### config.mk
export PLATFORM = sky130hd
export DESIGN_NAME = nnao_top
export DESIGN_NICKNAME = d
export VERILOG_FILES = /design/src/common/nnao_pkg.sv /design/src/common/nnao_ptr_if.sv /design/src/logic/nnao_ptr_step.sv /design/src/logic/nnao_top.sv
export VERILOG_INCLUDE_DIRS = /design/src /design/src/common
export SDC_FILE = /design/constraint.sdc
export NUM_CORES = 2
export LEC_CHECK = 0
export BUFFER_PORTS_ARGS = -buffer_cell sky130_fd_sc_hd__buf_4
export CAP_MARGIN = 0
export CORE_MARGIN = 4
export CORE_UTILIZATION = 45
export CTS_CLUSTER_DIAMETER = 200
export DETAILED_ROUTE_END_ITERATION = 10
export SETUP_SLACK_MARGIN = 0.15
export SYNTH_ARGS = -nofsm -noshare
export SYNTH_HDL_FRONTEND = slang
export SYNTH_SLANG_ARGS = --single-unit
### constraint.sdc
create_clock -name REF_CLK -period 5.86 [get_ports REF_CLK]
set_input_delay 1.172 -clock REF_CLK [delete_from_list [all_inputs] [get_ports REF_CLK]]
set_output_delay 1.172 -clock REF_CLK [all_outputs]
set_load 0.01 [all_outputs]
### src/common/nnao_defs.svh
`ifndef NNAO_DEFS_SVH
`define NNAO_DEFS_SVH

// ********************************************************
// register byte offsets
// ********************************************************
`define NNAO_OFF_CMD      8'h00
`define NNAO_OFF_ACC      8'h04
`define NNAO_OFF_PROD     8'h08
`define NNAO_OFF_STAT     8'h0c
`define NNAO_OFF_PSEL     8'h10
`define NNAO_OFF_RCNT     8'h14
`define NNAO_PTR_WIN      3'b001

// ********************************************************
// status field positions
// ********************************************************
`define NNAO_ST_N         0
`define NNAO_ST_Z         1
`define NNAO_ST_C         2
`define NNAO_ST_V         3
`define NNAO_ST_TEST      4
`define NNAO_ST_SAT       5

// ********************************************************
// widths, limits and counts
// ********************************************************
`define NNAO_RCNT_W       8
`define NNAO_MIN16        16'h8000
`define NNAO_MIN32        32'h8000_0000
`define NNAO_MAX32        32'h7fff_ffff
`define NNAO_MIN64        64'h8000_0000_0000_0000
`define NNAO_MAX64        64'h7fff_ffff_ffff_ffff
`define NNAO_NORMALIZE_OP_TAIL    2'h3
`define NNAO_RST_WORD     32'h0000_0000

`endif

### src/common/nnao_pkg.sv
`default_nettype none
`include "nnao_defs.svh"

package nnao_pkg;

	typedef enum logic [1:0] {NNAO_IDLE, NNAO_EXEC, NNAO_TAIL} nnao_fsm_t;

	typedef enum logic [2:0] {
		NNAO_K_NONE,
		NNAO_K_NEGH,
		NNAO_K_WIDENEG,
		NNAO_K_CONDNEG,
		NNAO_K_NOP,
		NNAO_K_NORMALIZE_OP
	} nnao_kind_t;

	typedef enum logic [2:0] {
		NNAO_PM_NONE,
		NNAO_PM_INC,
		NNAO_PM_DEC,
		NNAO_PM_ADD0,
		NNAO_PM_SUB0
	} nnao_pmode_t;

	typedef struct packed {
		nnao_fsm_t                 fsm;
		nnao_kind_t                kind;
		logic [15:0]               op;
		logic [`NNAO_RCNT_W-1:0]   iter;
		logic [1:0]                tail;
		logic                      busy;
		logic [31:0]               acc;
		logic [31:0]               prod;
		logic                      n;
		logic                      z;
		logic                      c;
		logic                      v;
		logic                      test_condition_flag;
		logic                      saturation_mode_bit;
		logic [2:0]                pointer_select_reg;
		logic [`NNAO_RCNT_W-1:0]   repeat_count_reg;
		logic [7:0][31:0]          auxiliary_pointers;
		logic [31:0]               prdata;
		logic                      pready;
		logic                      pslverr;
	} nnao_state_t;

endpackage

`default_nettype wire

### src/common/nnao_ptr_if.sv
`timescale 1ns/1ns
`default_nettype none

interface nnao_ptr_if;
	logic [31:0]          cur;
	logic [31:0]          ar0;
	nnao_pkg::nnao_pmode_t mode;
	logic [31:0]          nxt;

	modport core (output cur, output ar0, output mode, input nxt);
	modport unit (input cur, input ar0, input mode, output nxt);
endinterface

`default_nettype wire

### src/logic/nnao_ptr_step.sv
`timescale 1ns/1ns
`default_nettype none

// ********************************************************
// pointer step: arithmetic only, never an address
// ********************************************************
module nnao_ptr_step
(
	// pointer link
	nnao_ptr_if.unit ptr
);

	always_comb
	begin
		case (ptr.mode)
			nnao_pkg::NNAO_PM_INC:  ptr.nxt = ptr.cur + 32'h0000_0001;
			nnao_pkg::NNAO_PM_DEC:  ptr.nxt = ptr.cur - 32'h0000_0001;
			nnao_pkg::NNAO_PM_ADD0: ptr.nxt = ptr.cur + ptr.ar0;
			nnao_pkg::NNAO_PM_SUB0: ptr.nxt = ptr.cur - ptr.ar0;
			default:                ptr.nxt = ptr.cur;
		endcase
	end

endmodule // nnao_ptr_step

`default_nettype wire

### src/logic/nnao_top.sv
`timescale 1ns/1ns
`default_nettype none
`include "nnao_defs.svh"

// Contract
// - half negate: negative from result bit 15, zero when result zero
// - half negate: carry set when result zero, else cleared
// - half negate: overflow set if start 0x8000, else untouched
// - half negate not repeatable: clear repeat count, run once
// - wide negate negates accumulator:product as one 64-bit value
// - wide negate: negative from accumulator bit 31
// - wide negate: zero only when whole 64-bit result zero
// - wide negate: carry set when 64-bit result zero, else cleared
// - wide negate of most negative: overflow, saturate or keep
// - conditional negate acts only when test flag is one
// - conditional negate of 0x80000000: overflow, saturate or keep
// - conditional negate carry: set/clear when test set, else kept
// - conditional negate: negative from bit 31, zero if accumulator zero
// - idle op applies pointer step and switches pointer select
// - idle op repeatable, runs count plus one times
// - indirect normalize steps the selected pointer, takes count plus four
// - normalize shifts and steps pointer only when bits 31,30 equal
// - normalize pointer update is arithmetic only, no memory access
// - normalize test flag set if no shift or zero, cleared on shift
// - normalize repeatable, flags show final iteration only
// - half negate is two's complement, 0x8000 stays 0x8000

module nnao_top
(
	// clock, reset, enable
	input  wire logic        REF_CLK,
	input  wire logic        SYS_RST,
	input  wire logic        CLK_EN,
	// apb slave
	input  wire logic        PSEL,
	input  wire logic        PENABLE,
	input  wire logic        PWRITE,
	input  wire logic [7:0]  PADDR,
	input  wire logic [31:0] PWDATA,
	output logic      [31:0] PRDATA,
	output logic             PREADY,
	output logic             PSLVERR,
	// status
	output logic             BUSY
);

	// ********************************************************
	// state and working signals
	// ********************************************************
	nnao_pkg::nnao_state_t st;
	nnao_pkg::nnao_state_t nx;
	nnao_ptr_if            ptr ();
	logic [2:0]            sel;
	logic [15:0]           half;
	logic [15:0]           half_res;
	logic [63:0]           wide_res;
	logic [31:0]           acc_res;
	logic [31:0]           rd_word;
	logic                  rd_ok;
	logic                  access;
	nnao_pkg::nnao_kind_t  new_kind;

	nnao_ptr_step u_ptr
	(
		.ptr (ptr)
	);

	// ********************************************************
	// opcode decode
	// ********************************************************
	function automatic nnao_pkg::nnao_kind_t kind_of(input logic [15:0] op);
		casez (op)
			16'b1111_1111_0101_110?: kind_of = nnao_pkg::NNAO_K_NEGH;
			16'h5658:                kind_of = nnao_pkg::NNAO_K_WIDENEG;
			16'h5632:                kind_of = nnao_pkg::NNAO_K_CONDNEG;
			16'b0111_0111_????_????: kind_of = nnao_pkg::NNAO_K_NOP;
			16'h5624, 16'h565a, 16'h5620,
			16'h5677, 16'h5630:      kind_of = nnao_pkg::NNAO_K_NORMALIZE_OP;
			16'b1111_1111_0111_????: kind_of = nnao_pkg::NNAO_K_NORMALIZE_OP;
			default:                 kind_of = nnao_pkg::NNAO_K_NONE;
		endcase
	endfunction

	function automatic nnao_pkg::nnao_pmode_t pmode_of(input logic [15:0] op);
		casez (op)
			16'b0111_0111_01??_????: pmode_of = nnao_pkg::NNAO_PM_INC;
			16'b0111_0111_10??_????: pmode_of = nnao_pkg::NNAO_PM_DEC;
			16'h565a:                pmode_of = nnao_pkg::NNAO_PM_INC;
			16'h5620:                pmode_of = nnao_pkg::NNAO_PM_DEC;
			16'h5677:                pmode_of = nnao_pkg::NNAO_PM_ADD0;
			16'h5630:                pmode_of = nnao_pkg::NNAO_PM_SUB0;
			16'b1111_1111_0111_1???: pmode_of = nnao_pkg::NNAO_PM_INC;
			16'b1111_1111_0111_0???: pmode_of = nnao_pkg::NNAO_PM_DEC;
			default:                 pmode_of = nnao_pkg::NNAO_PM_NONE;
		endcase
	endfunction

	// ********************************************************
	// read mux
	// ********************************************************
	always_comb
	begin
		rd_ok = 1'b1;
		rd_word = `NNAO_RST_WORD;
		case (PADDR)
			`NNAO_OFF_CMD:  rd_word = {16'h0000, st.op};
			`NNAO_OFF_ACC:  rd_word = st.acc;
			`NNAO_OFF_PROD: rd_word = st.prod;
			`NNAO_OFF_STAT: rd_word = {26'h0, st.saturation_mode_bit,
				st.test_condition_flag, st.v, st.c, st.z, st.n};
			`NNAO_OFF_PSEL: rd_word = {29'h0, st.pointer_select_reg};
			`NNAO_OFF_RCNT: rd_word = {24'h0, st.repeat_count_reg};
			default:
			begin
				if (PADDR[7:5] == `NNAO_PTR_WIN && PADDR[1:0] == 2'h0)
					rd_word = st.auxiliary_pointers[PADDR[4:2]];
				else
					rd_ok = 1'b0;
			end
		endcase
	end

	// ********************************************************
	// next state
	// ********************************************************
	always_comb
	begin
		nx = st;
		access = PSEL && PENABLE;
		new_kind = kind_of(PWDATA[15:0]);
		// normalize by register number names its pointer directly
		sel = (st.op[15:4] == 12'hff7) ? st.op[2:0] : st.pointer_select_reg;
		half = st.op[0] ? st.acc[15:0] : st.acc[31:16];
		half_res = half;
		wide_res = {st.acc, st.prod};
		acc_res = st.acc;
		ptr.cur = st.auxiliary_pointers[sel];
		ptr.ar0 = st.auxiliary_pointers[0];
		ptr.mode = pmode_of(st.op);
		nx.pready = 1'b0;

		case (st.fsm)
			nnao_pkg::NNAO_IDLE:
			begin
				// bus stalls while an operation runs: answers only in idle
				if (access && st.pready)
				begin
					if (PWRITE && rd_ok)
					begin
						case (PADDR)
							`NNAO_OFF_CMD:
							begin
								if (new_kind != nnao_pkg::NNAO_K_NONE)
								begin
									nx.op = PWDATA[15:0];
									nx.kind = new_kind;
									nx.fsm = nnao_pkg::NNAO_EXEC;
									nx.busy = 1'b1;
									if (new_kind == nnao_pkg::NNAO_K_NOP
										|| new_kind == nnao_pkg::NNAO_K_NORMALIZE_OP)
										nx.iter = st.repeat_count_reg;
									else
										nx.iter = '0;
									nx.repeat_count_reg = '0;
								end
							end
							`NNAO_OFF_ACC:  nx.acc = PWDATA;
							`NNAO_OFF_PROD: nx.prod = PWDATA;
							`NNAO_OFF_STAT:
							begin
								nx.n = PWDATA[`NNAO_ST_N];
								nx.z = PWDATA[`NNAO_ST_Z];
								nx.c = PWDATA[`NNAO_ST_C];
								nx.v = PWDATA[`NNAO_ST_V];
								nx.test_condition_flag = PWDATA[`NNAO_ST_TEST];
								nx.saturation_mode_bit = PWDATA[`NNAO_ST_SAT];
							end
							`NNAO_OFF_PSEL:
								nx.pointer_select_reg = PWDATA[2:0];
							`NNAO_OFF_RCNT:
								nx.repeat_count_reg = PWDATA[`NNAO_RCNT_W-1:0];
							default:
								nx.auxiliary_pointers[PADDR[4:2]] = PWDATA;
						endcase
					end
				end
				else if (access)
				begin
					nx.pready = 1'b1;
					nx.prdata = rd_ok ? rd_word : `NNAO_RST_WORD;
					nx.pslverr = !rd_ok;
				end
			end

			nnao_pkg::NNAO_EXEC:
			begin
				case (st.kind)
					nnao_pkg::NNAO_K_NEGH:
					begin
						// overflow only on most negative half
						if (half == `NNAO_MIN16)
						begin
							half_res = half;
							nx.v = 1'b1;
						end
						else
							half_res = -half;
						if (st.op[0])
							nx.acc[15:0] = half_res;
						else
							nx.acc[31:16] = half_res;
						nx.n = half_res[15];
						nx.z = (half_res == 16'h0000);
						nx.c = (half_res == 16'h0000);
					end

					nnao_pkg::NNAO_K_WIDENEG:
					begin
						if ({st.acc, st.prod} == `NNAO_MIN64)
						begin
							nx.v = 1'b1;
							wide_res = st.saturation_mode_bit ?
								`NNAO_MAX64 : `NNAO_MIN64;
						end
						else
							wide_res = -{st.acc, st.prod};
						nx.acc = wide_res[63:32];
						nx.prod = wide_res[31:0];
						nx.n = wide_res[63];
						nx.z = (wide_res == 64'h0);
						nx.c = (wide_res == 64'h0);
					end

					nnao_pkg::NNAO_K_CONDNEG:
					begin
						if (st.test_condition_flag)
						begin
							if (st.acc == `NNAO_MIN32)
							begin
								nx.v = 1'b1;
								acc_res = st.saturation_mode_bit ?
									`NNAO_MAX32 : `NNAO_MIN32;
							end
							else
								acc_res = -st.acc;
							nx.c = (acc_res == 32'h0);
						end
						nx.acc = acc_res;
						nx.n = acc_res[31];
						nx.z = (acc_res == 32'h0);
					end

					nnao_pkg::NNAO_K_NOP:
					begin
						nx.auxiliary_pointers[sel] = ptr.nxt;
						if (st.op[3])
							nx.pointer_select_reg = st.op[2:0];
					end

					nnao_pkg::NNAO_K_NORMALIZE_OP:
					begin
						// shift only on equal sign bits
						if (st.acc != 32'h0 && st.acc[31] == st.acc[30])
						begin
							acc_res = {st.acc[30:0], 1'b0};
							nx.auxiliary_pointers[sel] = ptr.nxt;
							nx.test_condition_flag = 1'b0;
						end
						else
							nx.test_condition_flag = 1'b1;
						nx.acc = acc_res;
						nx.n = acc_res[31];
						nx.z = (acc_res == 32'h0);
					end

					default:
					begin
						nx.fsm = nnao_pkg::NNAO_IDLE;
					end
				endcase

				// one iteration per cycle, last one leaves the flags
				if (st.iter == '0)
				begin
					if (st.kind == nnao_pkg::NNAO_K_NORMALIZE_OP)
					begin
						// three tail cycles give count plus four
						nx.fsm = nnao_pkg::NNAO_TAIL;
						nx.tail = `NNAO_NORMALIZE_OP_TAIL;
					end
					else
					begin
						nx.fsm = nnao_pkg::NNAO_IDLE;
						nx.busy = 1'b0;
					end
				end
				else
					nx.iter = st.iter - 1'b1;
			end

			nnao_pkg::NNAO_TAIL:
			begin
				if (st.tail == 2'h1)
				begin
					nx.fsm = nnao_pkg::NNAO_IDLE;
					nx.busy = 1'b0;
				end
				else
					nx.tail = st.tail - 1'b1;
			end

			default:
			begin
				nx.fsm = nnao_pkg::NNAO_IDLE;
				nx.busy = 1'b0;
			end
		endcase
	end

	// ********************************************************
	// registers
	// ********************************************************
	always_ff @(posedge REF_CLK)
	begin
		if (SYS_RST)
			st <= '0;
		else if (CLK_EN)
			st <= nx;
	end

	assign PRDATA = st.prdata;
	assign PREADY = st.pready;
	assign PSLVERR = st.pslverr;
	assign BUSY = st.busy;

endmodule // nnao_top

`default_nettype wire

==> metrics.log <==
INFO  metric run_status = complete, no violations
INFO  metric mostFrequentLayoutCells = 518 x sky130_fd_sc_hd__nor2_1, 400 x sky130_fd_sc_hd__dfxtp_1, 364 x sky130_fd_sc_hd__o21ai_0, 322 x sky130_fd_sc_hd__buf_4, 317 x sky130_fd_sc_hd__a21oi_1
INFO  metric syn2layout_area_growth = 11.0%
INFO  metric final-instance-count-excl-fill = 5001
INFO  metric ys.warnings.count = 0
INFO  metric post_drt_via_cell_ratio = 7.27
INFO  metric route.detailed.drc = 0
INFO  metric drt_wl_total = ~160 mm
INFO  metric ant_nets = 0
INFO  metric avgRoutedWirePerCell = 32.2 um
INFO  metric finalNetCount = 4180
INFO  metric worstSkewPairLatency = ~0.6 ns
INFO  metric cell_area_after_placement = between 30000 and 40000 sq um
INFO  metric post-route-worst-setup-slack = between 0.3 and 0.4 ns
INFO  metric ys_ff_latch = 403
INFO  metric reg2reg_slack = ~0.4 ns
INFO  metric highest-signal-layer = met5
INFO  metric grt_pass1_vias = between 30000 and 40000
INFO  metric antenna-diode-count = 0
INFO  metric netlist_top_cells_area = sky130_fd_sc_hd__dfxtp_1 26%, sky130_fd_sc_hd__nor2_1 6.4%, sky130_fd_sc_hd__o21ai_0 6.0%
INFO  metric gr-total-overflow = 0
INFO  metric syn_avg_cell_area = roughly 7.4 sq um
INFO  metric finClkSkew = 0.0280 ns
INFO  metric final_period_minus_worst_setup_slack = 5.47 ns
INFO  metric cellPowerDensity = 178 nW/um^2
INFO  metric worstSetupEndpointType = flop
INFO  metric worst_slew_pin_slew = 1.32 ns
INFO  metric dieWidth = 270 um
INFO  metric share_of_synthesized_flip_flops_with_an_asynchronous_set_or_reset = 0
INFO  metric antenna_found_initial = 4
INFO  metric worst-endpoint-required = 6.40 ns
INFO  metric worst-path-max-fanout = 8
INFO  metric number_of_drc_markers_in_iteration_0 = approximately 5900
INFO  metric irDropWorstVdd = between 150 and 200 uV
INFO  metric std_cell_rows = 95
INFO  metric drive_gt1_frac = 0.148
INFO  metric fp.dieArea = 72900 sq um
INFO  metric cp-start-kind = flop
INFO  metric timing.final.crit_share = 0.933
INFO  metric synth_top_area_frac = 0.261
INFO  metric multiInputGateArea = 20700 sq um
INFO  metric route.met3.wl = 19.1 mm
INFO  metric numClockSinks = 403
INFO  metric postLayoutCellArea = 34300 sq um
INFO  metric io_buffer_count = 80
INFO  metric wl_met2 = 67.9 mm
INFO  metric yosys.cell_types.count = roughly 110
INFO  metric grt_start_max_net_pins = 173
INFO  metric post_route_met1_wirelength = approximately 59 mm
INFO  metric final-seq-area = 8070 sq um
INFO  metric fmaxAchievable = 0.183 GHz
INFO  metric tritoncts_clock_tree = yes
INFO  metric timing.final.setup_violations = 0
INFO  metric maxCapViolations = 0
INFO  metric grt_setup_unrepaired = no
INFO  metric timing_hold_violations_final = 0
INFO  metric synth.cell_area = 30900 sq um
INFO  metric clock_tree.buffer_depth = 3
INFO  metric pre_cts_slack = 0.0306 ns
INFO  metric yosysTopAreaCell = sky130_fd_sc_hd__dfxtp_1
INFO  metric initial_core_util = 0.456
INFO  metric cts_root_buffer = sky130_fd_sc_hd__clkbuf_16
INFO  metric synth_enable_flop_cells = 0
INFO  metric dominantRegCellSynth = sky130_fd_sc_hd__dfxtp_1
INFO  metric static-leakage-power = 12.6 nW
INFO  metric slew_violations = 0
INFO  metric die_span_y = 270 um
INFO  metric mostFrequentLayoutCell = sky130_fd_sc_hd__nor2_1
INFO  metric setup_total_negative_slack = 0 ns
INFO  metric numPlacedInstances = 4913
INFO  metric via_count = 36400
INFO  metric dp.final_hpwl = ~110 mm
INFO  metric ctsHoldBuffers = 0
INFO  metric hold_class = reg2reg
INFO  metric design.core.area = 67600 sq um
INFO  metric cts_made_buffers = 48
INFO  metric wire_length_of_the_first_global_routing_pass = 233 mm
INFO  metric gpl.final_weighted_congestion = 1.08
INFO  metric filler_cell_count = a little under 7000
INFO  metric relSlewSlack = 0.116
INFO  metric critPathKind = reg2reg
INFO  metric drtPass1Iterations = 9
INFO  metric cts_max_level = 2
INFO  metric critPathArrivalTime = 6.00 ns
INFO  metric ys_seq_area_frac = 0.261
INFO  metric globalRouteTotalUtil = 0.420
INFO  metric mappedNetlistNets = 4270
INFO  metric path_clk_slew = roughly 0.060 ns
INFO  metric number_of_standard_cells_after_synthesis = 4183
INFO  metric ioPinCount = 81
## final cells by class
class / count / area share
Inverter: 71 / 0.00782
Sequential cell: 403 / 0.236
Timing Repair Buffer: 330 / 0.0751
Tap cell: 873 / 0.0319
Clock inverter: 18 / 0.00511
Multi-Input combinational cell: 3239 / 0.604
Clock buffer: 67 / 0.0404
## worst max-delay path: stages (launching register included)
cell and delay (ns):
sky130_fd_sc_hd__dfxtp_1 0.41, sky130_fd_sc_hd__nand4_1 0.11, sky130_fd_sc_hd__buf_4 0.18, sky130_fd_sc_hd__o31ai_1 0.36, sky130_fd_sc_hd__buf_4 0.18, sky130_fd_sc_hd__a22oi_1 0.16
sky130_fd_sc_hd__a222oi_1 0.46, sky130_fd_sc_hd__o221ai_1 0.24, sky130_fd_sc_hd__nor3_1 0.41, sky130_fd_sc_hd__ha_1 0.23, sky130_fd_sc_hd__and4_2 0.27, sky130_fd_sc_hd__nand3_1 0.09
sky130_fd_sc_hd__a21oi_1 0.25, sky130_fd_sc_hd__o311ai_1 0.14, sky130_fd_sc_hd__buf_4 0.15, sky130_fd_sc_hd__a31oi_1 0.29, sky130_fd_sc_hd__buf_4 0.20, sky130_fd_sc_hd__o211ai_1 0.09
sky130_fd_sc_hd__buf_4 0.19, sky130_fd_sc_hd__a2111oi_2 0.35, sky130_fd_sc_hd__a311oi_2 0.08, sky130_fd_sc_hd__buf_4 0.20, sky130_fd_sc_hd__a21oi_1 0.15, sky130_fd_sc_hd__o221a_2 0.22
## flip-flops by register name, indices dropped and copies added, names as in the netlist
register  flops
ptr.ar0      32
PRDATA       32
PSLVERR       1
st          336
BUSY          1
PREADY        1
## what timing repair did
action                                  CTS  global route
hold endpoints to repair                  0             0
endpoints found under the setup margin   17            80
cloned                                    0             0
setup buffers                             0             3
pin swaps                                 0             5
resized for setup                         2            23
## synth_stat cells (53+ instances only)
master	n
sky130_fd_sc_hd__a221oi_1	175
sky130_fd_sc_hd__nor2_1	529
sky130_fd_sc_hd__inv_1	69
sky130_fd_sc_hd__o21ai_0	370
sky130_fd_sc_hd__nand2_1	305
sky130_fd_sc_hd__clkbuf_1	373
sky130_fd_sc_hd__a22oi_1	53
sky130_fd_sc_hd__a21oi_1	317
sky130_fd_sc_hd__o22ai_1	82
sky130_fd_sc_hd__mux2i_1	79
sky130_fd_sc_hd__dfxtp_1	403
sky130_fd_sc_hd__o221ai_1	53
sky130_fd_sc_hd__nand3_1	79
sky130_fd_sc_hd__nor3_1	276
sky130_fd_sc_hd__xnor2_1	61
sky130_fd_sc_hd__mux4_2	66
## power by group
group / switching (W) / internal (W) / total [W] / leakage, nW
registers: 0.00000451 / 0.00275 / 0.00275 / 3.25
clock network: 0.00129 / 0.00177 / 0.00306 / 0.765
logic: 0.000208 / 0.0000750 / 0.000283 / 8.56
## kinds of logic after synthesis
family	share of synthesized area
adder cells (fa/ha/maj)	0.0169
AO/OA/AOI/OAI	0.308
XOR/XNOR	0.0264
AND/OR/NAND/NOR	0.230
flip-flops	0.261
buffers and inverters	0.0753
multiplexers	0.0825
## routing by layer
layer / global-route usage / up-vias
li1: - / 15500
met1: 0.521 / 17100
met2: 0.632 / 2895
met3: 0.102 / 869
met4: 0.310 / 6
met5: 0 / -
## worst paths after layout
kind                              start           to  cells past startpoint
worst max-delay path            st[395]  ptr.ar0[31]                     23
worst min register to register  st[373]      st[373]                      2
worst max register to register  st[395]  ptr.ar0[31]                     23
worst min-delay path            st[373]      st[373]                      2
## stage by stage
step | power, W | hold slack (ns) | utilization
final | 0.00609 | 0.474 | 0.507
after global routing | 0.00621 | 0.499 | 0.507
after CTS | 0.00608 | 0.475 | 0.505
after detailed placement | 0.00308 | 0.464 | 0.482
after global placement | 0.00308 | 0.461 | 0.482
after floorplan | 0.00296 | 0.444 | -
Note: power is estimated with default switching activity, not from simulation.
